$ cat src/shared/amp_irq_consts.svh
// Register offsets, field positions, reset values and limits of the protection status block.
// Included by the package user files; holds definitions only.
`ifndef AMP_IRQ_CONSTS_SVH
`define AMP_IRQ_CONSTS_SVH

`define REG_THERMAL_STATUS 8'h01
`define REG_FAULT_STATUS 8'h02
`define REG_THERMAL_EDGES 8'h03
`define REG_FAULT_EDGES 8'h04
`define REG_THERMAL_LATCH 8'h05
`define REG_SUPPLY_CODE 8'h06
`define REG_TEMP_CODE 8'h07

`define REG_RESET_VALUE 8'h00

// Thermal status positions
`define BIT_FOLDBACK 5
`define BIT_WARNING 3
`define BIT_SHUTDOWN 1

`define FAULT_WIDTH 7
`define THERMAL_EVENTS 3

// Foldback attenuation in half-dB steps, cap is 12 dB
`define FOLDBACK_MAX_HALF_DB 5'h18

// Defaults, one degree per temperature code step
`define DEFAULT_DEV_ADDR 7'h31
`define DEFAULT_WARN_LIMIT 8'h82
`define DEFAULT_SHUTDOWN_LIMIT 8'h96
`define DEFAULT_SHUTDOWN_HYST 8'h14

`endif

$ cat src/shared/amp_irq_pkg.sv
// Types shared by the protection status block.
// Assumes nothing of its surroundings.
package amp_irq_pkg;

	typedef enum logic [3:0] {
		BUS_IDLE,
		BUS_ADDR,
		BUS_ACK_ADDR,
		BUS_POINTER,
		BUS_ACK_POINTER,
		BUS_WDATA,
		BUS_ACK_WDATA,
		BUS_RDATA,
		BUS_ACK_RDATA,
		BUS_WAIT
	} bus_state_type;

endpackage

$ cat src/logic/amp_protection_status_irq.sv
// Protection status, event latches and interrupt pin of a mono speaker amplifier,
// with a two-wire control slave giving access to the registers.
// Assumes SCL, SDA, the reset pin and fault inputs come from outside the clock domain;
// temperature and supply codes and the host settings are same-clock logic.
//
// Behaviour
// The interrupt pin is pulled low when an enabled flag bit becomes set.
// While the reset pin is low the block is held in low-power reset and all registers reload.
// Above the threshold the gain is reduced by a chosen dB per degree, at most 12 dB.
// Above the maximum die temperature the amplifier is shut down.
// Foldback and near-maximum temperature are each reported to the host as events.
// Register 0x01 shows foldback in bit 5, warning in bit 3, shutdown in bit 1, else zero.
// Register 0x02 shows the seven fault sources in bits 6 down to 0.
// Register 0x03 shows end and begin state of each thermal event in bit pairs 5:4, 3:2, 1:0.
// Register 0x04 holds a state bit per fault source at the fault status positions.
// Register 0x05 holds sticky begin and end flags with the layout of register 0x03.
// The digitized supply voltage is readable over the control bus.
// The temperature code is readable; the host trusts it only above +100 degrees.
// Shutdown follows a host command or the hardware reset pin.
// A flag stays set until the host clears it, and the pin releases when none enabled remains.
// Unused bits read as zero and writes to them are ignored.
`timescale 1ns/1ps
`include "amp_irq_consts.svh"

module amp_protection_status_irq #(
	parameter logic [6:0] DEV_ADDR = `DEFAULT_DEV_ADDR,
	parameter logic [7:0] WARN_LIMIT = `DEFAULT_WARN_LIMIT,
	parameter logic [7:0] SHUTDOWN_LIMIT = `DEFAULT_SHUTDOWN_LIMIT,
	parameter logic [7:0] SHUTDOWN_HYST = `DEFAULT_SHUTDOWN_HYST
) (
	input wire logic CLK,
	input wire logic SYS_RST,
	input wire logic RESET_N,
	input wire logic SCL_IN,
	input wire logic SDA_IN,
	output logic SDA_OUT,
	output logic SDA_OE,
	output logic IRQ_N_OUT,
	output logic IRQ_N_OE,
	input wire logic [6:0] FAULT_IN,
	input wire logic [7:0] TEMP_CODE,
	input wire logic [7:0] SUPPLY_CODE,
	input wire logic [7:0] FOLDBACK_THRESHOLD,
	input wire logic [1:0] FOLDBACK_SLOPE,
	input wire logic [5:0] IRQ_ENABLE,
	input wire logic SHUTDOWN_CMD,
	output logic [4:0] GAIN_REDUCTION,
	output logic AMP_SHUTDOWN,
	output logic LOW_POWER_RESET
);

	// Synchronisers: first stage feeds only the second
	logic rst_pin_s1_r, rst_pin_s2_r;
	logic scl_s1_r, scl_s2_r, scl_s3_r;
	logic sda_s1_r, sda_s2_r, sda_s3_r;
	logic [6:0] fault_s1_r, fault_s2_r;

	always_ff @(posedge CLK or posedge SYS_RST) begin
		if (SYS_RST) begin
			rst_pin_s1_r <= 1'b0;
			rst_pin_s2_r <= 1'b0;
			scl_s1_r <= 1'b1;
			scl_s2_r <= 1'b1;
			scl_s3_r <= 1'b1;
			sda_s1_r <= 1'b1;
			sda_s2_r <= 1'b1;
			sda_s3_r <= 1'b1;
			fault_s1_r <= 7'h00;
			fault_s2_r <= 7'h00;
		end else begin
			rst_pin_s1_r <= RESET_N;
			rst_pin_s2_r <= rst_pin_s1_r;
			scl_s1_r <= SCL_IN;
			scl_s2_r <= scl_s1_r;
			scl_s3_r <= scl_s2_r;
			sda_s1_r <= SDA_IN;
			sda_s2_r <= sda_s1_r;
			sda_s3_r <= sda_s2_r;
			fault_s1_r <= FAULT_IN;
			fault_s2_r <= fault_s1_r;
		end
	end

	wire pin_reset = ~rst_pin_s2_r;
	wire scl_rise = scl_s2_r & ~scl_s3_r;
	wire scl_fall = ~scl_s2_r & scl_s3_r;
	wire bus_start = scl_s2_r & scl_s3_r & sda_s3_r & ~sda_s2_r;
	wire bus_stop = scl_s2_r & scl_s3_r & ~sda_s3_r & sda_s2_r;

	// Thermal detection
	logic heat_shutdown_active_r;
	wire foldback_active = TEMP_CODE > FOLDBACK_THRESHOLD;
	wire heat_warning_active = TEMP_CODE >= WARN_LIMIT;
	wire shutdown_trip = TEMP_CODE > SHUTDOWN_LIMIT;
	// Hysteresis keeps the stage off until the die has really cooled
	wire shutdown_clear = TEMP_CODE < (SHUTDOWN_LIMIT - SHUTDOWN_HYST);
	wire shutdown_nxt = shutdown_trip | (heat_shutdown_active_r & ~shutdown_clear);

	// Slope codes 0..3 give 0.5, 1, 2, 2 dB per degree, in half-dB units
	wire [7:0] over_temp = TEMP_CODE - FOLDBACK_THRESHOLD;
	wire [1:0] slope_shift = (FOLDBACK_SLOPE == 2'h3) ? 2'h2 : FOLDBACK_SLOPE;
	wire [10:0] atten_raw = {3'h0, over_temp} << slope_shift;
	wire [4:0] atten_nxt = ~foldback_active ? 5'h00 :
		(atten_raw >= {6'h00, `FOLDBACK_MAX_HALF_DB}) ? `FOLDBACK_MAX_HALF_DB :
		atten_raw[4:0];

	// Thermal events ordered foldback, warning, shutdown
	wire [2:0] thermal_now = {foldback_active, heat_warning_active, heat_shutdown_active_r};
	logic [2:0] thermal_d_r;
	logic [2:0] begin_state_r, end_state_r;
	logic [2:0] begin_latch_r, end_latch_r;
	logic [6:0] fault_state_r;
	logic [6:0] fault_d_r;
	wire [2:0] thermal_rise = thermal_now & ~thermal_d_r;
	wire [2:0] thermal_fall = ~thermal_now & thermal_d_r;
	wire [6:0] fault_rise = fault_s2_r & ~fault_d_r;

	// Bus control registers
	amp_irq_pkg::bus_state_type state_r;
	logic [7:0] shift_r;
	logic [3:0] bit_cnt_r;
	logic [7:0] pointer_r;
	logic read_mode_r;
	logic sda_oe_r;
	logic [7:0] tx_r;

	function automatic logic [7:0] pair_layout(input logic [2:0] ends, input logic [2:0] begins);
		pair_layout = {2'h0, ends[2], begins[2], ends[1], begins[1], ends[0], begins[0]};
	endfunction

	wire [7:0] thermal_status = {2'h0, thermal_d_r[2], 1'b0, thermal_d_r[1], 1'b0,
		thermal_d_r[0], 1'b0};
	wire [7:0] rd_data =
		(pointer_r == `REG_THERMAL_STATUS) ? thermal_status :
		(pointer_r == `REG_FAULT_STATUS) ? {1'b0, fault_d_r} :
		(pointer_r == `REG_THERMAL_EDGES) ? pair_layout(end_state_r, begin_state_r) :
		(pointer_r == `REG_FAULT_EDGES) ? {1'b0, fault_state_r} :
		(pointer_r == `REG_THERMAL_LATCH) ? pair_layout(end_latch_r, begin_latch_r) :
		(pointer_r == `REG_SUPPLY_CODE) ? SUPPLY_CODE :
		(pointer_r == `REG_TEMP_CODE) ? TEMP_CODE :
		`REG_RESET_VALUE;

	// Byte boundaries of the bus
	wire byte_done = scl_fall & (bit_cnt_r == 4'h8);
	wire addr_match = shift_r[7:1] == DEV_ADDR;
	wire write_commit = (state_r == amp_irq_pkg::BUS_WDATA) & byte_done;
	wire latch_write = write_commit & (pointer_r == `REG_THERMAL_LATCH);
	// Only flag positions are writable; a one clears the flag
	wire [2:0] clear_begin = latch_write ? {shift_r[4], shift_r[2], shift_r[0]} : 3'h0;
	wire [2:0] clear_end = latch_write ? {shift_r[5], shift_r[3], shift_r[1]} : 3'h0;
	wire load_read = scl_fall & ((state_r == amp_irq_pkg::BUS_ACK_ADDR & read_mode_r) |
		(state_r == amp_irq_pkg::BUS_ACK_RDATA));
	wire fault_state_read = load_read & (pointer_r == `REG_FAULT_EDGES);
	// Flag word in register layout, so the enable mask lines up bit for bit
	wire [7:0] latch_word = pair_layout(end_latch_r, begin_latch_r);

	// Event state, latches and outputs
	always_ff @(posedge CLK or posedge SYS_RST) begin
		if (SYS_RST) begin
			thermal_d_r <= 3'h0;
			heat_shutdown_active_r <= 1'b0;
			begin_state_r <= 3'h0;
			end_state_r <= 3'h0;
			begin_latch_r <= 3'h0;
			end_latch_r <= 3'h0;
			fault_d_r <= 7'h00;
			fault_state_r <= 7'h00;
			GAIN_REDUCTION <= 5'h00;
			AMP_SHUTDOWN <= 1'b1;
			LOW_POWER_RESET <= 1'b1;
			IRQ_N_OE <= 1'b0;
			IRQ_N_OUT <= 1'b0;
		end else if (pin_reset) begin
			thermal_d_r <= 3'h0;
			heat_shutdown_active_r <= 1'b0;
			begin_state_r <= 3'h0;
			end_state_r <= 3'h0;
			begin_latch_r <= 3'h0;
			end_latch_r <= 3'h0;
			fault_d_r <= 7'h00;
			fault_state_r <= 7'h00;
			GAIN_REDUCTION <= 5'h00;
			AMP_SHUTDOWN <= 1'b1;
			LOW_POWER_RESET <= 1'b1;
			IRQ_N_OE <= 1'b0;
			IRQ_N_OUT <= 1'b0;
		end else begin
			heat_shutdown_active_r <= shutdown_nxt;
			thermal_d_r <= thermal_now;
			begin_state_r <= (begin_state_r & ~thermal_fall) | thermal_rise;
			end_state_r <= (end_state_r & ~thermal_rise) | thermal_fall;
			// A new event in the clearing cycle still wins
			begin_latch_r <= (begin_latch_r & ~clear_begin) | thermal_rise;
			end_latch_r <= (end_latch_r & ~clear_end) | thermal_fall;
			fault_d_r <= fault_s2_r;
			fault_state_r <= (fault_state_r & ~(fault_state_read ? 7'h7f : 7'h00)) |
				fault_rise;
			GAIN_REDUCTION <= atten_nxt;
			AMP_SHUTDOWN <= SHUTDOWN_CMD | shutdown_nxt;
			LOW_POWER_RESET <= 1'b0;
			IRQ_N_OE <= |(latch_word[5:0] & IRQ_ENABLE);
			IRQ_N_OUT <= 1'b0;
		end
	end

	// Control bus slave: a write sets the pointer then steps it per data byte, a read streams from it
	always_ff @(posedge CLK or posedge SYS_RST) begin
		if (SYS_RST) begin
			state_r <= amp_irq_pkg::BUS_IDLE;
			shift_r <= 8'h00;
			bit_cnt_r <= 4'h0;
			pointer_r <= 8'h00;
			read_mode_r <= 1'b0;
			sda_oe_r <= 1'b0;
			tx_r <= 8'h00;
		end else if (pin_reset | bus_stop) begin
			state_r <= amp_irq_pkg::BUS_IDLE;
			bit_cnt_r <= 4'h0;
			sda_oe_r <= 1'b0;
			if (pin_reset) begin
				pointer_r <= 8'h00;
			end
		end else if (bus_start) begin
			state_r <= amp_irq_pkg::BUS_ADDR;
			bit_cnt_r <= 4'h0;
			sda_oe_r <= 1'b0;
		end else begin
			case (state_r)
			amp_irq_pkg::BUS_ADDR, amp_irq_pkg::BUS_POINTER, amp_irq_pkg::BUS_WDATA: begin
				if (scl_rise) begin
					shift_r <= {shift_r[6:0], sda_s2_r};
					bit_cnt_r <= bit_cnt_r + 4'h1;
				end else if (byte_done) begin
					bit_cnt_r <= 4'h0;
					sda_oe_r <= 1'b1;
					if (state_r == amp_irq_pkg::BUS_ADDR) begin
						read_mode_r <= shift_r[0];
						state_r <= addr_match ? amp_irq_pkg::BUS_ACK_ADDR : amp_irq_pkg::BUS_WAIT;
						sda_oe_r <= addr_match;
					end else if (state_r == amp_irq_pkg::BUS_POINTER) begin
						pointer_r <= shift_r;
						state_r <= amp_irq_pkg::BUS_ACK_POINTER;
					end else begin
						pointer_r <= pointer_r + 8'h01;
						state_r <= amp_irq_pkg::BUS_ACK_WDATA;
					end
				end
			end
			amp_irq_pkg::BUS_ACK_ADDR, amp_irq_pkg::BUS_ACK_POINTER,
			amp_irq_pkg::BUS_ACK_WDATA: begin
				if (scl_fall) begin
					if (load_read) begin
						tx_r <= {rd_data[6:0], 1'b0};
						sda_oe_r <= ~rd_data[7];
						pointer_r <= pointer_r + 8'h01;
						state_r <= amp_irq_pkg::BUS_RDATA;
					end else begin
						sda_oe_r <= 1'b0;
						state_r <= (state_r == amp_irq_pkg::BUS_ACK_ADDR) ?
							amp_irq_pkg::BUS_POINTER : amp_irq_pkg::BUS_WDATA;
					end
				end
			end
			amp_irq_pkg::BUS_RDATA: begin
				if (scl_rise) begin
					bit_cnt_r <= bit_cnt_r + 4'h1;
				end else if (scl_fall) begin
					if (bit_cnt_r == 4'h8) begin
						bit_cnt_r <= 4'h0;
						sda_oe_r <= 1'b0;
						state_r <= amp_irq_pkg::BUS_ACK_RDATA;
					end else begin
						sda_oe_r <= ~tx_r[7];
						tx_r <= {tx_r[6:0], 1'b0};
					end
				end
			end
			amp_irq_pkg::BUS_ACK_RDATA: begin
				// A not-acknowledge ends the read until the next start
				if (scl_rise & sda_s2_r) begin
					state_r <= amp_irq_pkg::BUS_WAIT;
				end else if (load_read) begin
					tx_r <= {rd_data[6:0], 1'b0};
					sda_oe_r <= ~rd_data[7];
					pointer_r <= pointer_r + 8'h01;
					state_r <= amp_irq_pkg::BUS_RDATA;
				end
			end
			amp_irq_pkg::BUS_WAIT: begin
				sda_oe_r <= 1'b0;
			end
			default: begin
				sda_oe_r <= 1'b0;
			end
			endcase
		end
	end

	logic sda_zero_r;
	always_ff @(posedge CLK or posedge SYS_RST) begin
		if (SYS_RST) begin
			sda_zero_r <= 1'b0;
		end else begin
			sda_zero_r <= 1'b0;
		end
	end

	assign SDA_OE = sda_oe_r;
	assign SDA_OUT = sda_zero_r;

endmodule

$ cat config.mk
export PLATFORM = sky130hd
export DESIGN_NAME = amp_protection_status_irq
export DESIGN_NICKNAME = d
export VERILOG_FILES = /design/src/shared/amp_irq_pkg.sv /design/src/logic/amp_protection_status_irq.sv
export VERILOG_INCLUDE_DIRS = /design/src /design/src/shared
export SDC_FILE = /design/constraint.sdc
export NUM_CORES = 1
export LEC_CHECK = 0
export BUFFER_PORTS_ARGS = -buffer_cell sky130_fd_sc_hd__buf_2
export CORE_MARGIN = 10
export CORE_UTILIZATION = 29
export CTS_CLUSTER_SIZE = 12
export DETAILED_ROUTE_END_ITERATION = 16
export GPL_TIMING_DRIVEN = 0
export PLACE_DENSITY = 0.47
export SYNTH_ARGS = -nofsm -noshare
export SYNTH_HDL_FRONTEND = slang
export SYNTH_SLANG_ARGS = --single-unit
$ cat constraint.sdc
create_clock -name CLK -period 3.65 [get_ports CLK]
set_input_delay 0.73 -clock CLK [delete_from_list [all_inputs] [get_ports CLK]]
set_output_delay 0.73 -clock CLK [all_outputs]
set_load 0.005 [all_outputs]
==> results of run 1 <==
-- cells by family after synthesis --
kind of cell,Yosys count
flops,93
xor+xnor,8
simple gates,219
buf+inv,77
fa+ha+maj,19
compound gates,185
mux,12
other cells,1
-- sequential cells by signal (all words and copies together), names as in the netlist, 5 cells and up --
signal and flops:
fault_state_r 7, GAIN_REDUCTION 5, fault_s1_r 7, fault_s2_r 7
tx_r 7, shift_r 8, fault_d_r 7, pointer_r 8
-- worst paths after layout --
check	startpoint	endpoint	cells after the start
max reg2reg	pointer_r[0]	SDA_OE	9
max	TEMP_CODE[0]	GAIN_REDUCTION[2]	11
min reg2reg	fault_s1_r[4]	fault_s2_r[4]	0
max in group asynchronous	SYS_RST	LOW_POWER_RESET	3
min in group asynchronous	SYS_RST	IRQ_N_OE	2
min	fault_s1_r[4]	fault_s2_r[4]	0
-- placed cells by master, fill, tap and decap left out, types with 4 or more instances in the layout --
cell,count
a211oi_1,6
a21o_1,4
a21oi_1,47
a221oi_1,4
a22o_1,4
a22oi_1,7
a31oi_1,7
and2_1,8
buf_2,58
clkbuf_1,21
clkbuf_16,9
dfrtp_1,85
dfstp_2,8
ha_1,17
inv_1,41
mux2_2,10
nand2_1,71
nand2b_1,8
nand3_1,18
nor2_1,49
nor2b_1,11
nor3_1,12
nor3b_1,5
nor4_1,5
nor4bb_1,4
o211ai_1,5
o21ai_0,53
o21ai_1,12
xnor2_1,4
xor2_1,4
-- area by class of cell --
type | count | area, µm²
Inverter | 42 | 160
Multi-Input combinational cell | 445 | 2750
Buffer | 35 | 166
Timing Repair Buffer | 52 | 283
Fill cell | 1942 | 11900
Tap cell | 229 | 287
Sequential cell | 93 | 2340
Clock inverter | 7 | 76.3
Clock buffer | 9 | 225
-- metal layers --
| layer | up-vias | part of all wire, % | GRT usage (%) | wire length [µm] |
|---|---|---|---|---|
| met3 | 23 | 5.6 | 3.89 | 888 |
| met4 | 0 | 1.9 | 4.63 | 292 |
| li1 | 2291 | - | - | - |
| met1 | 2291 | 45 | 16.7 | 7170 |
| met2 | 119 | 47 | 20.8 | 7410 |
| met5 | - | 0 | 0 | 0 |
-- worst max-delay path: stages --
cell and delay (ns):
buf_2 0.10, inv_1 0.06, ha_1 0.22, fa_1 0.44
nand2b_2 0.23, a211oi_2 0.26, o21ai_1 0.11, a221o_1 0.44
or2_0 0.22, buf_2 0.16, a2111oi_4 0.31
-- power breakdown --
part | leakage [nW] | total, W | switching, W | internal (W)
Sequential | 1.17 | 0.00124 | 0.0000852 | 0.00115
Combinational | 1.47 | 0.00103 | 0.000640 | 0.000395
Clock | 0.150 | 0.000976 | 0.000482 | 0.000494
Total | 2.78 | 0.00324 | 0.00121 | 0.00204
-- stage by stage --
stage	power, W	cells
floorplan	0.00198	615
global placement	0.00227	895
detailed placement	0.00228	896
CTS	0.00328	912
global route	0.00346	912
finish	0.00324	912
==> impl_metrics.tcl, run 1 <==
set metrics [dict create \
    powerDensity_nw_per_um2 516 \
    gr-usage-all-layers_pct 13.2 \
    setup_tns_ns 0 \
    core_area_um2 18100 \
    drv_slew 0 \
    fmax_mhz 331 \
    yosys_register_bits 93 \
    floorplan.initialDensity_pct 29.8 \
    synthArstFlopShare_pct 100 \
    cp-start-kind "primary input" \
    utilization_pct 34.7 \
    yosys-top-cells-count "dfrtp_1 (85), nand2_1 (71), o21ai_0 (53)" \
    die_y_um 157 \
    rows 49 \
    antenna_cells 0 \
    placed_area_um2 5990 \
    port_buffers 51 \
    viasPerCell 5.18 \
    hold_class "flop to flop" \
    synth_cell_types 79 \
    period_needed_ns 3.02 \
    setup_viol 0 \
    worst_slack_ns 0.625 \
    tightestPinTransition_ns 0.811 \
    die_area_um2 24500 \
    synthAdderAreaFrac_pct 4.49 \
    maxCapViolCount 0 \
    cp_max_fo 6 \
    io_pins 56 \
    finalInstanceArea_um2 6290 \
    reg2reg_slack_ns 0.90 \
    die_x_um 157 \
    postSynthAreaPerCell_um2 8.81 \
    synth-simple-area-share_pct 20.6 \
    antenna_found_initial 0 \
    slew_headroom_pct 45.5 \
    rsz0062_at_grt "false" \
    numCtsBuffers 9 \
    cts_tree "built" \
    yosysSeqAreaShare_pct 43.2 \
    grt_pass1_wl_mm 25.6 \
    synth_xor_area_share_pct 1.29 \
    nets 741 \
    synth_compound_area_share_pct 21.9 \
    vdd_drop_max_uv 230 \
    synth.most_common_cell "dfrtp_1" \
    whs_ns 0.351 \
    clock-sinks 93 \
    endpoint_kind "flop" \
    p_leak_nw 2.78 \
    path_class "primary input to flop" \
    overflow 0 \
    first_pass_iters 4 \
    clock_latency_ns 0.36 \
    ant_nets 0 \
    post-place-ws_ns 0.263 \
    worst_clock_skew_ns 0.0116 \
    yosys_warnings 0 \
    fin_crit_sh_pct 82.9 \
    outcome "completed" \
    drive_above_1_share_pct 16.8 \
    finalWeightedCongestion 0.921 \
    cts-root-buf "clkbuf_16" \
    synth_top_family_by_area "compound AO/OA/AOI/OAI gates" \
    required_ns 3.91 \
    wl_mm 15.8 \
    drcViolationCount 0 \
    postCtsHoldBufs 0 \
    syn_area_um2 5410 \
    synth_edf_count 0 \
    hold_viol_final 0 \
    syn_inst 614 \
    cts_buffer_depth 2 \
    h-tree-depth 3 \
    cts_setup_buffers 0 \
    wire_per_inst_um 17.3 \
    initialDrtViolationCount 265 \
    route.vias.total 4724 \
    synth.area.top_cells "dfrtp_1 (39%), nand2_1 (4.9%), o21ai_0 (4.9%), a21oi_1 (4.3%), ha_1 (3.9%)" \
    clkTransAtPathRegs_ns 0.08 \
    crit_arrival_ns 3.29 \
    yosys.area.top_type "dfrtp_1" \
    post_cts_resized 0 \
    synth_top_cell_area_share_pct 39.3 \
    synthMuxAreaShare_pct 2.45 \
    grt_pass1_vias 4780 \
    area_growth_pct 16.2 \
    hpwlAfterDp_mm 11.9 \
    grt_max_degree 52 \
    ys.flop_type "dfrtp_1" \
]
Note: power is estimated with default switching activity, not from simulation.
==> run 2: changes to the inputs <==
ABC_AREA = 1   (was unset)
PLACE_DENSITY = 0.49   (was 0.47)
clock period = 2.45 ns   (was 3.65 ns; I/O delays follow)
==> impl_metrics.tcl, run 2 <==
set metrics [dict create \
    r2r_cells 12 \
    io_pins 56 \
    fin_crit_sh_pct 84.3 \
    outcome "completed" \
    setup_tns_ns 0 \
    required_ns 2.67 \
    cp-startpoint "TEMP_CODE[0]" \
    port_buffers 53 \
    die_area_um2 24300 \
    initialDrtViolationCount 204 \
    die_y_um 156 \
    synthAdderAreaFrac_pct 4.35 \
    overflow 0 \
    syn_inst 705 \
    cp_max_fo 3 \
    grt_max_degree 41 \
    die_x_um 156 \
    drcViolationCount 0 \
    synth_top_cell_area_share_pct 39.8 \
    reg2reg_to "bit_cnt_r[2]" \
    finalWeightedCongestion 0.916 \
    powerDensity_nw_per_um2 818 \
    synthArstFlopShare_pct 100 \
    tightestPinTransition_ns 0.582 \
    cp-start-kind "primary input" \
    postSynthAreaPerCell_um2 7.58 \
    grt.busiest_layer "met2" \
    cts_buffer_depth 2 \
    ys.flop_type "dfrtp_1" \
    grt_pass1_vias 4763 \
    endpoint_kind "flop" \
    maxCapViolCount 0 \
    postCtsHoldBufs 0 \
    r2r-start "bit_cnt_r[0]" \
    crit_arrival_ns 2.29 \
    use_met2_pct 19.1 \
    synth-simple-area-share_pct 30.7 \
    hpwlAfterDp_mm 11.4 \
    antenna_cells 0 \
    drv_slew 0 \
    yosys.area.top_type "dfrtp_1" \
    synth_cell_types 45 \
    path_class "primary input to flop" \
    viasPerCell 4.59 \
    floorplan.initialDensity_pct 29.6 \
    clock-sinks 93 \
    cts_tree "built" \
    p_leak_nw 3.23 \
    synth_xor_area_share_pct 0.328 \
    clkTransAtPathRegs_ns 0.07 \
    synth_edf_count 0 \
    grt_pass1_wl_mm 24.2 \
    worst_clock_skew_ns 0.0105 \
    synthMuxAreaShare_pct 0 \
    ant_nets 0 \
    drive_above_1_share_pct 17.1 \
    post_cts_resized 0 \
    setup_viol 0 \
    synth_top_family_by_area "simple AND/OR/NAND/NOR gates" \
    top_regs "pointer_r x8, shift_r x8" \
    crit_end "end_state_r[2]" \
    area_growth_pct 17.4 \
    place_inst 990 \
    numCtsBuffers 9 \
    antenna_found_initial 0 \
    nets 835 \
    reg2reg_slack_ns 0.42 \
    wl_mm 14.4 \
    yosys-top-cells-count "nand2_1 (184), inv_1 (97), dfrtp_1 (85)" \
    synth.area.top_cells "dfrtp_1 (40%), nand2_1 (13%), inv_1 (6.8%), nand3_1 (5.5%), nor2_1 (4.4%)" \
    fmax_mhz 484 \
    route.vias.total 4621 \
    first_pass_iters 4 \
    layout_common_cells "nand2_1 (184), inv_1 (96), dfrtp_1 (85)" \
    whs_ns 0.200 \
    rsz0062_at_grt "false" \
    syn_area_um2 5340 \
    hold_viol_final 0 \
    clock_latency_ns 0.35 \
    vdd_drop_max_uv 401 \
    core_area_um2 18000 \
    synth_compound_area_share_pct 12.0 \
    yosys_warnings 0 \
    period_needed_ns 2.06 \
    cts-root-buf "clkbuf_16" \
    final-instance-count-excl-fill 1006 \
    rows 49 \
    final_common_cell "nand2_1" \
    wire_per_inst_um 14.3 \
    gr-usage-all-layers_pct 12.3 \
    met3_usage_pct 2.92 \
    synth.most_common_cell "nand2_1" \
    h-tree-depth 3 \
    yosysSeqAreaShare_pct 43.7 \
    cts_setup_buffers 0 \
    grt.met1_usage_pct 16.4 \
    slew_headroom_pct 61.1 \
    hold_class "primary input to asynchronous set/reset pin" \
    yosys_register_bits 93 \
]
-- run 2: cell count changes after synthesis, moves of 9 or more --
| cell | delta |
|---|---|
| nand3_1 | +41 |
| nand2_1 | +113 |
| clkbuf_1 | -19 |
| nand2_2 | +10 |
| nor2_1 | +13 |
| inv_1 | +55 |
| mux2_2 | -10 |
| o21ai_1 | -9 |
| nor2b_1 | -11 |
-- run 2: final cells by class --
cell class	instances	area [µm²]
Fill cell	1970	11800
Multi-Input combinational cell	497	2540
Sequential cell	93	2340
Inverter	104	397
Timing Repair Buffer	55	305
Tap cell	229	287
Clock buffer	9	225
Clock inverter	7	105
Buffer	12	81.3
-- run 2: worst min path at each step --
stage,end,slack [ns],cells past startpoint
after global placement,fault_s2_r[5],0.33,0
final,GAIN_REDUCTION[0],0.20,2
after floorplan,fault_s2_r[0],0.33,0
after global routing,fault_s1_r[6],0.22,1
after CTS,GAIN_REDUCTION[1],0.21,2
after detailed placement,fault_s2_r[4],0.34,0
-- run 2: kinds of logic after synthesis --
family | Yosys count
DFF | 93
adders and majority gates | 18
other | 1
and+or+nand+nor | 360
AOI/OAI and AO/OA | 115
buffers and inverters | 116
xor gates and xnor gates | 2
-- run 2: through the flow --
stage | setup WS, ns | instance area [µm²] | total power [W] | util [%]
6_report | 0.385 | 6270 | 0.00513 | 34.8
5_1_grt | 0.0811 | 6270 | 0.00550 | 34.8
3_3_place_gp | 0.0125 | 5900 | 0.00358 | 32.8
4_1_cts | 0.353 | 6270 | 0.00518 | 34.8
3_5_place_dp | -0.0192 | 5940 | 0.00359 | 33.0
2_1_floorplan | 0.373 | 5350 | 0.00313 | -
-- run 2: layer usage --
| layer | vias to the layer above | routed length (µm) | share of wire, % |
|---|---|---|---|
| met2 | 80 | 6500 | 45 |
| met3 | 15 | 588 | 4.1 |
| met4 | 0 | 212 | 1.5 |
| met1 | 2131 | 7100 | 49 |
| met5 | - | 0 | 0 |
| li1 | 2395 | - | - |
-- run 2: critical path, cell delays in order --
cell and delay (ns):
buf_2 0.10, inv_1 0.06, ha_1 0.22, fa_1 0.38
inv_1 0.12, nand3_1 0.10, nand2_1 0.11, nand2_1 0.06
o211ai_1 0.07, nand2_1 0.13, or2_2 0.33, nand2_1 0.07
a21oi_1 0.05
-- run 2: report_power, final --
part           internal (W)  switching, W
Clock              0.000909      0.000656
Sequential          0.00174      0.000174
Combinational      0.000553       0.00109
Total               0.00321       0.00192
